### src/ipg_pkg.sv
// package for the idle / geometry command interpreter
// assumes a single 50 MHz clock domain
package ipg_pkg;

  // command codes (both opcode variants of idle and idle immediate, one of geometry)
  localparam logic [7:0] CMD_IDLE_A = 8'he3;
  localparam logic [7:0] CMD_IDLE_B = 8'h97;
  localparam logic [7:0] CMD_IDLE_IMM_A = 8'he1;
  localparam logic [7:0] CMD_IDLE_IMM_B = 8'h95;
  localparam logic [7:0] CMD_INIT_GEOM = 8'h91;

  // set-feature option codes that govern soft-reset keep
  localparam logic [7:0] FEAT_REVERT_DEFAULTS = 8'hcc;
  localparam logic [7:0] FEAT_KEEP_SETTINGS = 8'h66;

  // timeout encoding bounds
  localparam logic [7:0] TMO_STEP_MAX = 8'hf0;     // 240
  localparam logic [7:0] TMO_HALF_HOUR_MAX = 8'hfb; // 251
  localparam logic [7:0] TMO_21MIN = 8'hfc;        // 252
  localparam logic [7:0] TMO_8HOUR = 8'hfd;        // 253
  localparam logic [7:0] TMO_ABORT = 8'hfe;        // 254
  localparam logic [7:0] TMO_21MIN15 = 8'hff;      // 255

  // timeout units in seconds
  localparam int unsigned TMO_STEP_SEC = 5;
  localparam int unsigned HALF_HOUR_SEC = 1800;
  localparam int unsigned SEC_21MIN = 1260;
  localparam int unsigned SEC_8HOUR = 28800;
  localparam int unsigned SEC_21MIN15 = 1275;

  // one-second tick from the 50 MHz clock
  localparam int unsigned CLK_HZ = 50000000;
  localparam int unsigned SEC_NS = 1000000000;
  localparam int unsigned CYC_PER_SEC = SEC_NS / (SEC_NS / CLK_HZ);

  // reset values
  localparam logic [7:0] SPT_RESET = 8'h00;
  localparam logic [3:0] HEADS_RESET = 4'h0;

  // error / status bit positions
  localparam int unsigned ERR_ABORT_BIT = 2;
  localparam int unsigned STS_ERR_BIT = 0;
  localparam int unsigned STS_DSC_BIT = 4;
  localparam int unsigned STS_RDY_BIT = 6;
  localparam int unsigned STS_BSY_BIT = 7;

  typedef enum logic [1:0] {
    PWR_ACTIVE,
    PWR_IDLE,
    PWR_STANDBY
  } ipg_pwr_t;

endpackage

### src/ipg_tick.sv
// one-cycle enable pulse once per divided period
// assumes clk and synchronous active-low rst_n
`timescale 1ns/1ns
module ipg_tick #(
  parameter int unsigned DIV = 50000000
) (
  // clock and reset
  input wire logic clk,
  input wire logic rst_n,
  // pulse out
  output logic tick
);

  typedef struct packed {
    logic [31:0] cnt;
    logic tick;
  } ipg_tick_st_t;

  ipg_tick_st_t s_q, s_d;

  // count down and pulse on wrap
  always_comb begin
    s_d = s_q;
    s_d.tick = 1'b0;
    if (s_q.cnt == 32'h0) begin
      s_d.cnt = 32'(DIV - 1);
      s_d.tick = 1'b1;
    end else begin
      s_d.cnt = s_q.cnt - 32'h1;
    end
  end

  always_ff @(posedge clk) begin
    if (!rst_n) begin
      s_q <= '0;
    end else begin
      s_q <= s_d;
    end
  end

  assign tick = s_q.tick;

endmodule

### src/ipg_cmd.sv
// idle / idle immediate / initialize geometry command interpreter
// assumes task-file values are on the same clock, valid with cmdValid
`timescale 1ns/1ns
// ---------------------------------------------------------------
// Notes on behaviour
// - idle command enters idle, loads, starts timer
// - idle entry requests spin-up unless spinning
// - idle keeps spindle turning, commands accepted
// - zero timeout disables auto power-down
// - 1-240 times five; 241-251 half hours
// - 252,253,255 fixed intervals; 254 aborts
// - countdown expiry without access enters standby
// - host access reloads full interval
// - idle immediate enters idle, spins up
// - idle immediate keeps stored timer setting
// - geometry command stores sectors and head nibble
// - stored geometry reported for identify words
// - geometry kept until command, power, reverting reset
// - zero sectors per track means zero
// ---------------------------------------------------------------
module ipg_cmd #(
  parameter int unsigned SEC_DIV = ipg_pkg::CYC_PER_SEC
) (
  // clock and reset
  input wire logic clk,
  input wire logic rst_n,
  // task-file command strobe and fields
  input wire logic cmdValid,
  input wire logic [7:0] cmdCode,
  input wire logic [7:0] sectorCount,
  input wire logic [7:0] devHead,
  // any host access to the drive
  input wire logic hostAccess,
  // soft reset and currently selected reset option
  input wire logic softReset,
  input wire logic [7:0] resetFeature,
  // spindle feedback
  input wire logic spindleSpinning,
  // command completion
  output logic cmdDone,
  output logic [7:0] errorReg,
  output logic [7:0] statusReg,
  // power and spindle control
  output logic spinUpReq,
  output logic spinDownReq,
  output logic [1:0] powerState,
  output logic autoPdEnabled,
  // geometry for identify words 54-58
  output logic [7:0] sectorsPerTrack,
  output logic [3:0] headsMinusOne
);

  // -------------------------------------------------------------
  // state
  // -------------------------------------------------------------

  // whole state of the interpreter in one register
  // interval and remain hold seconds; 15 bits cover the 8 hour setting
  typedef struct packed {
    ipg_pkg::ipg_pwr_t pwr;
    logic pdEn;
    logic [14:0] interval;
    logic [14:0] remain;
    logic [7:0] spt;
    logic [3:0] heads;
    logic done;
    logic [7:0] err;
    logic [7:0] sts;
    logic spinUp;
    logic spinDown;
  } ipg_st_t;

  ipg_st_t s_q, s_d;
  logic secTick;

  // -------------------------------------------------------------
  // second divider
  // -------------------------------------------------------------

  // one-second enable
  // the first tick after a load may come early, so an interval
  // can end up to one second short
  ipg_tick #(
    .DIV(SEC_DIV)
  ) uTick (
    .clk(clk),
    .rst_n(rst_n),
    .tick(secTick)
  );

  // -------------------------------------------------------------
  // decoders
  // -------------------------------------------------------------

  // decode a timeout code into seconds
  // the reserved code falls through to zero; callers abort it first
  function automatic logic [14:0] tmoSeconds(input logic [7:0] v);
    logic [14:0] r;
    r = 15'h0;
    if (v <= ipg_pkg::TMO_STEP_MAX) begin
      r = 15'(v * ipg_pkg::TMO_STEP_SEC);
    end else if (v <= ipg_pkg::TMO_HALF_HOUR_MAX) begin
      r = 15'((v - ipg_pkg::TMO_STEP_MAX) * ipg_pkg::HALF_HOUR_SEC);
    end else if (v == ipg_pkg::TMO_21MIN) begin
      r = 15'(ipg_pkg::SEC_21MIN);
    end else if (v == ipg_pkg::TMO_8HOUR) begin
      r = 15'(ipg_pkg::SEC_8HOUR);
    end else if (v == ipg_pkg::TMO_21MIN15) begin
      r = 15'(ipg_pkg::SEC_21MIN15);
    end
    return r;
  endfunction

  // either opcode of the idle command
  function automatic logic isIdleCmd(input logic [7:0] c);
    return c == ipg_pkg::CMD_IDLE_A || c == ipg_pkg::CMD_IDLE_B;
  endfunction

  // either opcode of the idle immediate command
  function automatic logic isIdleImmCmd(input logic [7:0] c);
    return c == ipg_pkg::CMD_IDLE_IMM_A || c == ipg_pkg::CMD_IDLE_IMM_B;
  endfunction

  // -------------------------------------------------------------
  // next state
  // -------------------------------------------------------------

  // command handling, countdown and geometry
  // soft reset wins over a command in the same cycle, which is dropped
  always_comb begin
    s_d = s_q;
    s_d.done = 1'b0;
    s_d.spinUp = 1'b0;
    s_d.spinDown = 1'b0;
    if (softReset) begin
      if (resetFeature == ipg_pkg::FEAT_REVERT_DEFAULTS) begin
        s_d.spt = ipg_pkg::SPT_RESET;
        s_d.heads = ipg_pkg::HEADS_RESET;
      end
    end else if (cmdValid) begin
      // accepted or not, every command completes with busy clear
      s_d.done = 1'b1;
      s_d.err = 8'h00;
      s_d.sts = 8'h00;
      s_d.sts[ipg_pkg::STS_RDY_BIT] = 1'b1; // busy clear, ready set
      s_d.sts[ipg_pkg::STS_DSC_BIT] = 1'b1;
      if (isIdleCmd(cmdCode)) begin
        // a reserved code leaves power state and timer untouched
        if (sectorCount == ipg_pkg::TMO_ABORT) begin
          s_d.err[ipg_pkg::ERR_ABORT_BIT] = 1'b1;
          s_d.sts[ipg_pkg::STS_ERR_BIT] = 1'b1;
        end else begin
          s_d.pwr = ipg_pkg::PWR_IDLE;
          s_d.spinUp = !spindleSpinning;
          s_d.pdEn = sectorCount != 8'h00;
          s_d.interval = tmoSeconds(sectorCount);
          s_d.remain = tmoSeconds(sectorCount);
        end
      end else if (isIdleImmCmd(cmdCode)) begin
        s_d.pwr = ipg_pkg::PWR_IDLE; // timer setting untouched
        s_d.spinUp = !spindleSpinning;
        s_d.remain = s_q.interval; // command is a host access
      end else if (cmdCode == ipg_pkg::CMD_INIT_GEOM) begin
        s_d.spt = sectorCount; // zero stored as zero
        s_d.heads = devHead[3:0];
        s_d.remain = s_q.interval;
      end else begin
        s_d.err[ipg_pkg::ERR_ABORT_BIT] = 1'b1;
        s_d.sts[ipg_pkg::STS_ERR_BIT] = 1'b1;
      end
    end
    // countdown, reload on any host access; aborted commands do not reload it
    // it only runs in idle; active and standby leave it frozen
    if (hostAccess) begin
      s_d.remain = s_d.interval;
    end else if (!cmdValid && !softReset) begin
      if (s_q.pdEn && s_q.pwr == ipg_pkg::PWR_IDLE && secTick) begin
        if (s_q.remain <= 15'h1) begin
          s_d.remain = 15'h0;
          s_d.pwr = ipg_pkg::PWR_STANDBY;
          s_d.spinDown = 1'b1;
        end else begin
          s_d.remain = s_q.remain - 15'h1;
        end
      end
    end
    // idle keeps the spindle turning if it stops
    // expiry in the same cycle takes priority and spins down instead
    if (s_q.pwr == ipg_pkg::PWR_IDLE && !spindleSpinning && !s_d.spinDown) begin
      s_d.spinUp = 1'b1;
    end
  end

  // -------------------------------------------------------------
  // state register
  // -------------------------------------------------------------

  // power-on reset clears geometry and timer and leaves the drive active
  always_ff @(posedge clk) begin
    if (!rst_n) begin
      s_q <= '0;
    end else begin
      s_q <= s_d;
    end
  end

  // -------------------------------------------------------------
  // outputs
  // -------------------------------------------------------------

  // outputs from the state register
  assign cmdDone = s_q.done;
  assign errorReg = s_q.err;
  assign statusReg = s_q.sts;
  assign spinUpReq = s_q.spinUp;
  assign spinDownReq = s_q.spinDown;
  assign powerState = s_q.pwr;
  assign autoPdEnabled = s_q.pdEn;
  assign sectorsPerTrack = s_q.spt;
  assign headsMinusOne = s_q.heads;

endmodule

### config.mk
export PLATFORM = sky130hd
export DESIGN_NAME = ipg_cmd
export DESIGN_NICKNAME = d
export VERILOG_FILES = /design/src/ipg_pkg.sv /design/src/ipg_tick.sv /design/src/ipg_cmd.sv
export SDC_FILE = /design/constraint.sdc
export NUM_CORES = 1
export LEC_CHECK = 0
export ABC_AREA = 1
export BUFFER_PORTS_ARGS = -buffer_cell sky130_fd_sc_hd__buf_2
export CAP_MARGIN = 30
export CORE_MARGIN = 4
export CORE_UTILIZATION = 55
export DETAILED_ROUTE_END_ITERATION = 8
export GPL_TIMING_DRIVEN = 0
export PLACE_DENSITY = 0.76
export SLEW_MARGIN = 20
export SYNTH_ARGS = -nofsm -noshare
export SYNTH_HDL_FRONTEND = slang
export SYNTH_HIERARCHICAL = 1
export SYNTH_SLANG_ARGS = --single-unit
### constraint.sdc
create_clock -name clk -period 12.15 [get_ports clk]
set_input_delay 2.43 -clock clk [delete_from_list [all_inputs] [get_ports clk]]
set_output_delay 2.43 -clock clk [all_outputs]
set_load 0.02 [all_outputs]
# Word level (Yosys, flattened, before mapping)
# Index checks and enable logic that the tools add are counted.
[totals]
reg_bits = 84
input_bits = 38
output_inout_bits = 34
word_cells = 100
[op_classes]
add_sub_neg = 3
multipliers = 2
n_lt_le_gt_ge = 3
n_eq_ne = 14
n_mux = 41
bitwise = 3
reduce_logical = 20
[op_table]
columns = ["op", "count"]
rows = [
  ["15-bit two-way mux", 10],
  ["8-bit == test (second input constant)", 10],
  ["33-bit two-way mux", 2],
  ["63-bit two-way mux", 1],
  ["12-bit two-way mux", 4],
  ["32-bit logical NOT", 1],
  ["32-bit by 8-bit multiplier with 12-bit output (second input constant)", 1],
  ["32-bit by 1-bit subtractor with 32-bit output (second input constant)", 1],
  ["27-bit two-way mux", 1],
  ["26-bit two-way mux", 1],
  ["8-bit <= comparator (second input constant)", 2],
  ["16-bit two-way mux", 1],
  ["15-bit by 1-bit <= comparator with 1-bit output (second input constant)", 1],
  ["15-bit by 1-bit subtractor with 15-bit output (second input constant)", 1],
  ["2-bit two-way mux", 7],
  ["1-bit two-way mux", 13],
  ["8-bit by 3-bit multiplier with 11-bit output (second input constant)", 1],
  ["11-bit two-way mux", 1],
  ["8-bit by 8-bit subtractor with 9-bit output (second input constant)", 1],
  ["8-bit nonzero test", 1],
  ["1-bit logical AND", 5],
  ["5-bit AND reduction", 1],
  ["1-bit logical NOT", 4],
  ["2-bit inequality test (second input constant)", 2],
  ["8 further kinds", 13],
]

# Longest topological paths before layout
[depth]
word_depth = 14
ltp_mapped = 22
depth_no_buf = 21

# Cells and area by module
# The synthesis kept the hierarchy.
[by_module_without_submodules]
columns = ["module", "instances", "cells_per_inst", "area_per_inst_um2", "seq_area_each_um2"]
rows = [
  ["ipg_cmd", 1, 668, 4468.0, 1001.0],
  ["ipg_tick", 1, 278, 1884.3, 660.6],
]

# Worst setup path before layout
# OpenSTA, ideal clock, no wires.
[synth_path]
kind = "input port to flip-flop"
startpoint = "input port sectorCount[1]"
endpoint = "register s_q[45] (netlist name)"
setup_ns = 0.071
t_arrival_ns = 5.446
required_time_ns = 12.079
path_slack_ns = 6.633
cell_stages = 20
path_buffers = 0
cell_sequence = "inv_1 > fa_1 > inv_1 > ha_1 > fa_1 > ha_1 > fa_1 > nand3_1 > inv_1 > nor2_1 > nand3_1 > nand2_1 > nand2_1 > nand3_1 > nand2_1 > nand2_1 > nand2_1 > nand2_1 > nand2_1 > a21oi_1"
[synth_between]
elab_chain_cells = 12
elab_cells_between_ends = 19
cone_classes = "1 x add/sub; 1 x mul; 2 x order compare; 3 x eq/ne; 12 x mux"
[synth_rtl]
columns = ["item", "line", "source"]
rows = [
  ["from (decl)", "ipg_cmd.sv:30", "input wire logic [7:0] sectorCount,"],
  ["branches (longest 5 deep; another with 32-bit by 8-bit multiplier with 12-bit output)", "-", ""],
  ["33-bit two-way mux *", "ipg_cmd.sv:149", "if (sectorCount == ipg_pkg::TMO_ABORT) begin"],
  ["15-bit two-way mux", "ipg_cmd.sv:147", "if (isIdleCmd(cmdCode)) begin"],
  ["63-bit two-way mux *", "ipg_cmd.sv:140", "end else if (cmdValid) begin"],
  ["33-bit two-way mux *", "ipg_cmd.sv:135", "if (softReset) begin"],
  ["15-bit two-way mux", "ipg_cmd.sv:177", "if (s_q.pdEn && s_q.pwr == ipg_pkg::PWR_IDLE && secTick) begin"],
  ["15-bit two-way mux", "ipg_cmd.sv:176", "end else if (!cmdValid && !softReset) begin"],
  ["15-bit two-way mux *", "ipg_cmd.sv:174", "if (hostAccess) begin"],
  ["to (signal assigned)", "ipg_cmd.sv:201", "s_q <= '0;"],
  ["to (signal assigned)", "ipg_cmd.sv:203", "s_q <= s_d;"],
  ["to (decl)", "ipg_cmd.sv:73", "ipg_st_t s_q, s_d;"],
]
# Mark *: on every way between the ends. The select of a mux whose other input is x is not followed.
# A chain may end at the register's enable or synchronous reset.

# Final worst setup path
# Ends and elaborated chain as after synthesis.

==> impl_metrics.json <==
{
  "post-dp-hpwl_mm": 12.6,
  "cts_buffer_depth": 2,
  "worst_slack_ns": 6.47,
  "final_cells": 1168,
  "die_y_um": 115,
  "yosysSeqAreaShare_pct": 26.2,
  "use_met2_pct": 38.3,
  "nNetsFinal": 1109,
  "antenna_left": 0,
  "area_growth_pct": 11.9,
  "fin_crit_sh_pct": 46.8,
  "setup_viol": 0,
  "yosysTopAreaCell": "dfxtp_1",
  "worstSetupStartpointType": "primary input",
  "drt-total-wl_mm": 16.3,
  "dr.pass1.iters": 5,
  "synth_top_area_share_pct": 26.2,
  "multi_input_area_mm2": 0.00400,
  "postCtsResizedCells": 0,
  "placed_cells": 1152,
  "ys_ff_latch": 83,
  "wl_per_cell_um": 13.9,
  "drcViolationCount": 0,
  "synthFlopType": "dfxtp_1",
  "antenna_found_initial": 0,
  "portBuffers": 55,
  "status": "completed",
  "track_usage_pct": 24.9,
  "postLayoutCellArea_mm2": 0.00711,
  "syn_inst": 946,
  "pre_cts_ws_ns": 6.13,
  "fillers": 1053,
  "drive_gt1_share_pct": 18.4,
  "clock.fmax_mhz": 176,
  "leakagePower_nw": 3.52,
  "grt_start_max_net_pins": 14,
  "initial_core_util_pct": 57.3,
  "drtIter0Drc": 598,
  "netlist_top_cells_area": "dfxtp_1, nand2_1, ha_1",
  "h-tree-depth": 3,
  "rsz0062_at_grt": "no",
  "worst_slew_pin_slew_ns": 0.622,
  "dieArea_mm2": 0.0133,
  "grt_pass1_wl_mm": 26.4,
  "die_w_um": 115,
  "synth_common_cells": "nand2_1, nor2_1, inv_1",
  "powerDensity_mw_per_mm2": 178,
  "hold_class": "register to register",
  "cts_tree": "done",
  "synth_area_mm2": 0.00635,
  "synth_cell_type_count": 51,
  "postSynthAreaPerCell_um2": 6.71,
  "worstPathRequired_ns": 12.43,
  "finalHoldViolations": 0,
  "vdd_drop_max_v": 0.000186,
  "clk_pin_slew_ns": 0.06,
  "cp-end-kind": "register",
  "gp_congestion": 0.921,
  "final_util_pct": 64.2,
  "drv_cap": 0,
  "skew_ns": 0.00814,
  "place_area_mm2": 0.00684,
  "cp.arrival_ns": 5.96,
  "worst-path-max-fanout": 7,
  "diodes": 0,
  "cts_sinks": 83,
  "synth_most_common_cell": "nand2_1",
  "via_per_inst": 5.35,
  "grt_busiest_layer": "met2",
  "clk_latency_ns": 0.35,
  "grt_use_met3_pct": 5.43,
  "postCtsSetupBuffers": 0,
  "setup_tns_ns": 0,
  "period_needed_ns": 5.68,
  "grt_pass1_vias": 5591,
  "cts_buffers": 9,
  "ys.warnings.count": 6,
  "whs_ns": 0.432,
  "crit_type": "primary input to register",
  "grt_use_met1_pct": 35.3,
  "gr-total-overflow": 0,
  "synth_edf_count": 0,
  "regArea_mm2": 0.00166,
  "num_vias": 6249,
  "cts-root-buf": "clkbuf_16",
  "slew_headroom_pct": 58.5,
  "drv_slew": 0,
  "rows": 38,
  "power_mw": 1.27,
  "cts_hold_buf": 0,
  "async_reset_ff_share_pct": 0,
  "ios": 72,
  "core_area_mm2": 0.0111
}
## logic make-up after synthesis
family / share of synthesized area [%]
other cells: 0.0590
simple gates: 36.6
compound gates: 12.5
flops: 26.2
buf+inv: 11.6
fa+ha+maj: 10.4
xor+xnor: 2.62
## critical path, stage by stage
cell	delay [ns]
buf_2	0.20
inv_1	0.14
fa_1	0.55
inv_1	0.05
ha_1	0.31
fa_1	0.46
ha_1	0.35
fa_1	0.47
nand3_1	0.12
inv_1	0.04
nor2_1	0.12
nand3_1	0.10
nand2_1	0.07
nand2_1	0.05
nand3_1	0.09
nand2_1	0.06
nand2_1	0.06
nand2_1	0.05
nand2_1	0.07
nand2_1	0.04
a21oi_1	0.12
## flip-flops by register name, summed over array words and instances, names as in the netlist
| name | flops |
|---|---|
| cmdDone | 1 |
| statusReg | 2 |
| headsMinusOne | 4 |
| autoPdEnabled | 1 |
| s_q | 30 |
| powerState | 2 |
| sectorsPerTrack | 8 |
| spinUpReq | 1 |
| uTick/tick | 1 |
| spinDownReq | 1 |
| uTick/s_q | 32 |
## report_power, final
part / internal, mW / switching, mW
Sequential: 0.318 / 0.0443
Combinational: 0.229 / 0.427
Clock: 0.137 / 0.110
## final cells by class
type	instances	share of cell area [%]
clock inverter	5	0.423
clock buffer	11	3.27
tap	140	2.46
inverter	104	5.63
multi-input combinational	723	56.2
buffer	47	4.74
timing repair buffer	55	3.87
sequential	83	23.4
## placed cells by master, fill, tap and decap left out, types with 3 or more instances in the layout
master	count
a31oi_1	7
nor2_2	29
nand3_2	3
buf_4	32
clkinv_2	3
xnor2_1	9
clkinv_1	3
nand2_2	9
xor2_1	10
inv_1	96
a21oi_1	62
fa_1	8
conb_1	12
o21ai_1	5
nor2_4	7
inv_4	4
nor3_2	3
clkbuf_16	9
or2_2	3
o211ai_1	8
dfxtp_1	83
nand2_1	226
nor2_1	127
o21ai_0	32
a21oi_2	10
nor3_1	12
ha_1	40
buf_2	59
nand3_1	57
nand4_1	18
clkbuf_1	9
or2_0	3
## layer usage
layer  wire (µm)  share of wire (%)
met2        6960                 43
met4         292                1.8
met3        1400                8.6
met1        7610                 47
met5           0                  0
## path summary, 6_finish.rpt
check                                             start                      end  slack [ns]  cells after the start
worst min-delay path            uTick/s_q[1]$_SDFF_PN0_  uTick/s_q[1]$_SDFF_PN0_        0.43                      1
worst max register to register       s_q[35]$_SDFF_PN0_     spinUpReq$_SDFF_PN0_       10.06                      8
worst min register to register  uTick/s_q[1]$_SDFF_PN0_  uTick/s_q[1]$_SDFF_PN0_        0.43                      1
worst max-delay path                     sectorCount[1]       s_q[45]$_SDFF_PN0_        6.47                     21
No activity file was read; power rests on OpenSTA's default activity.
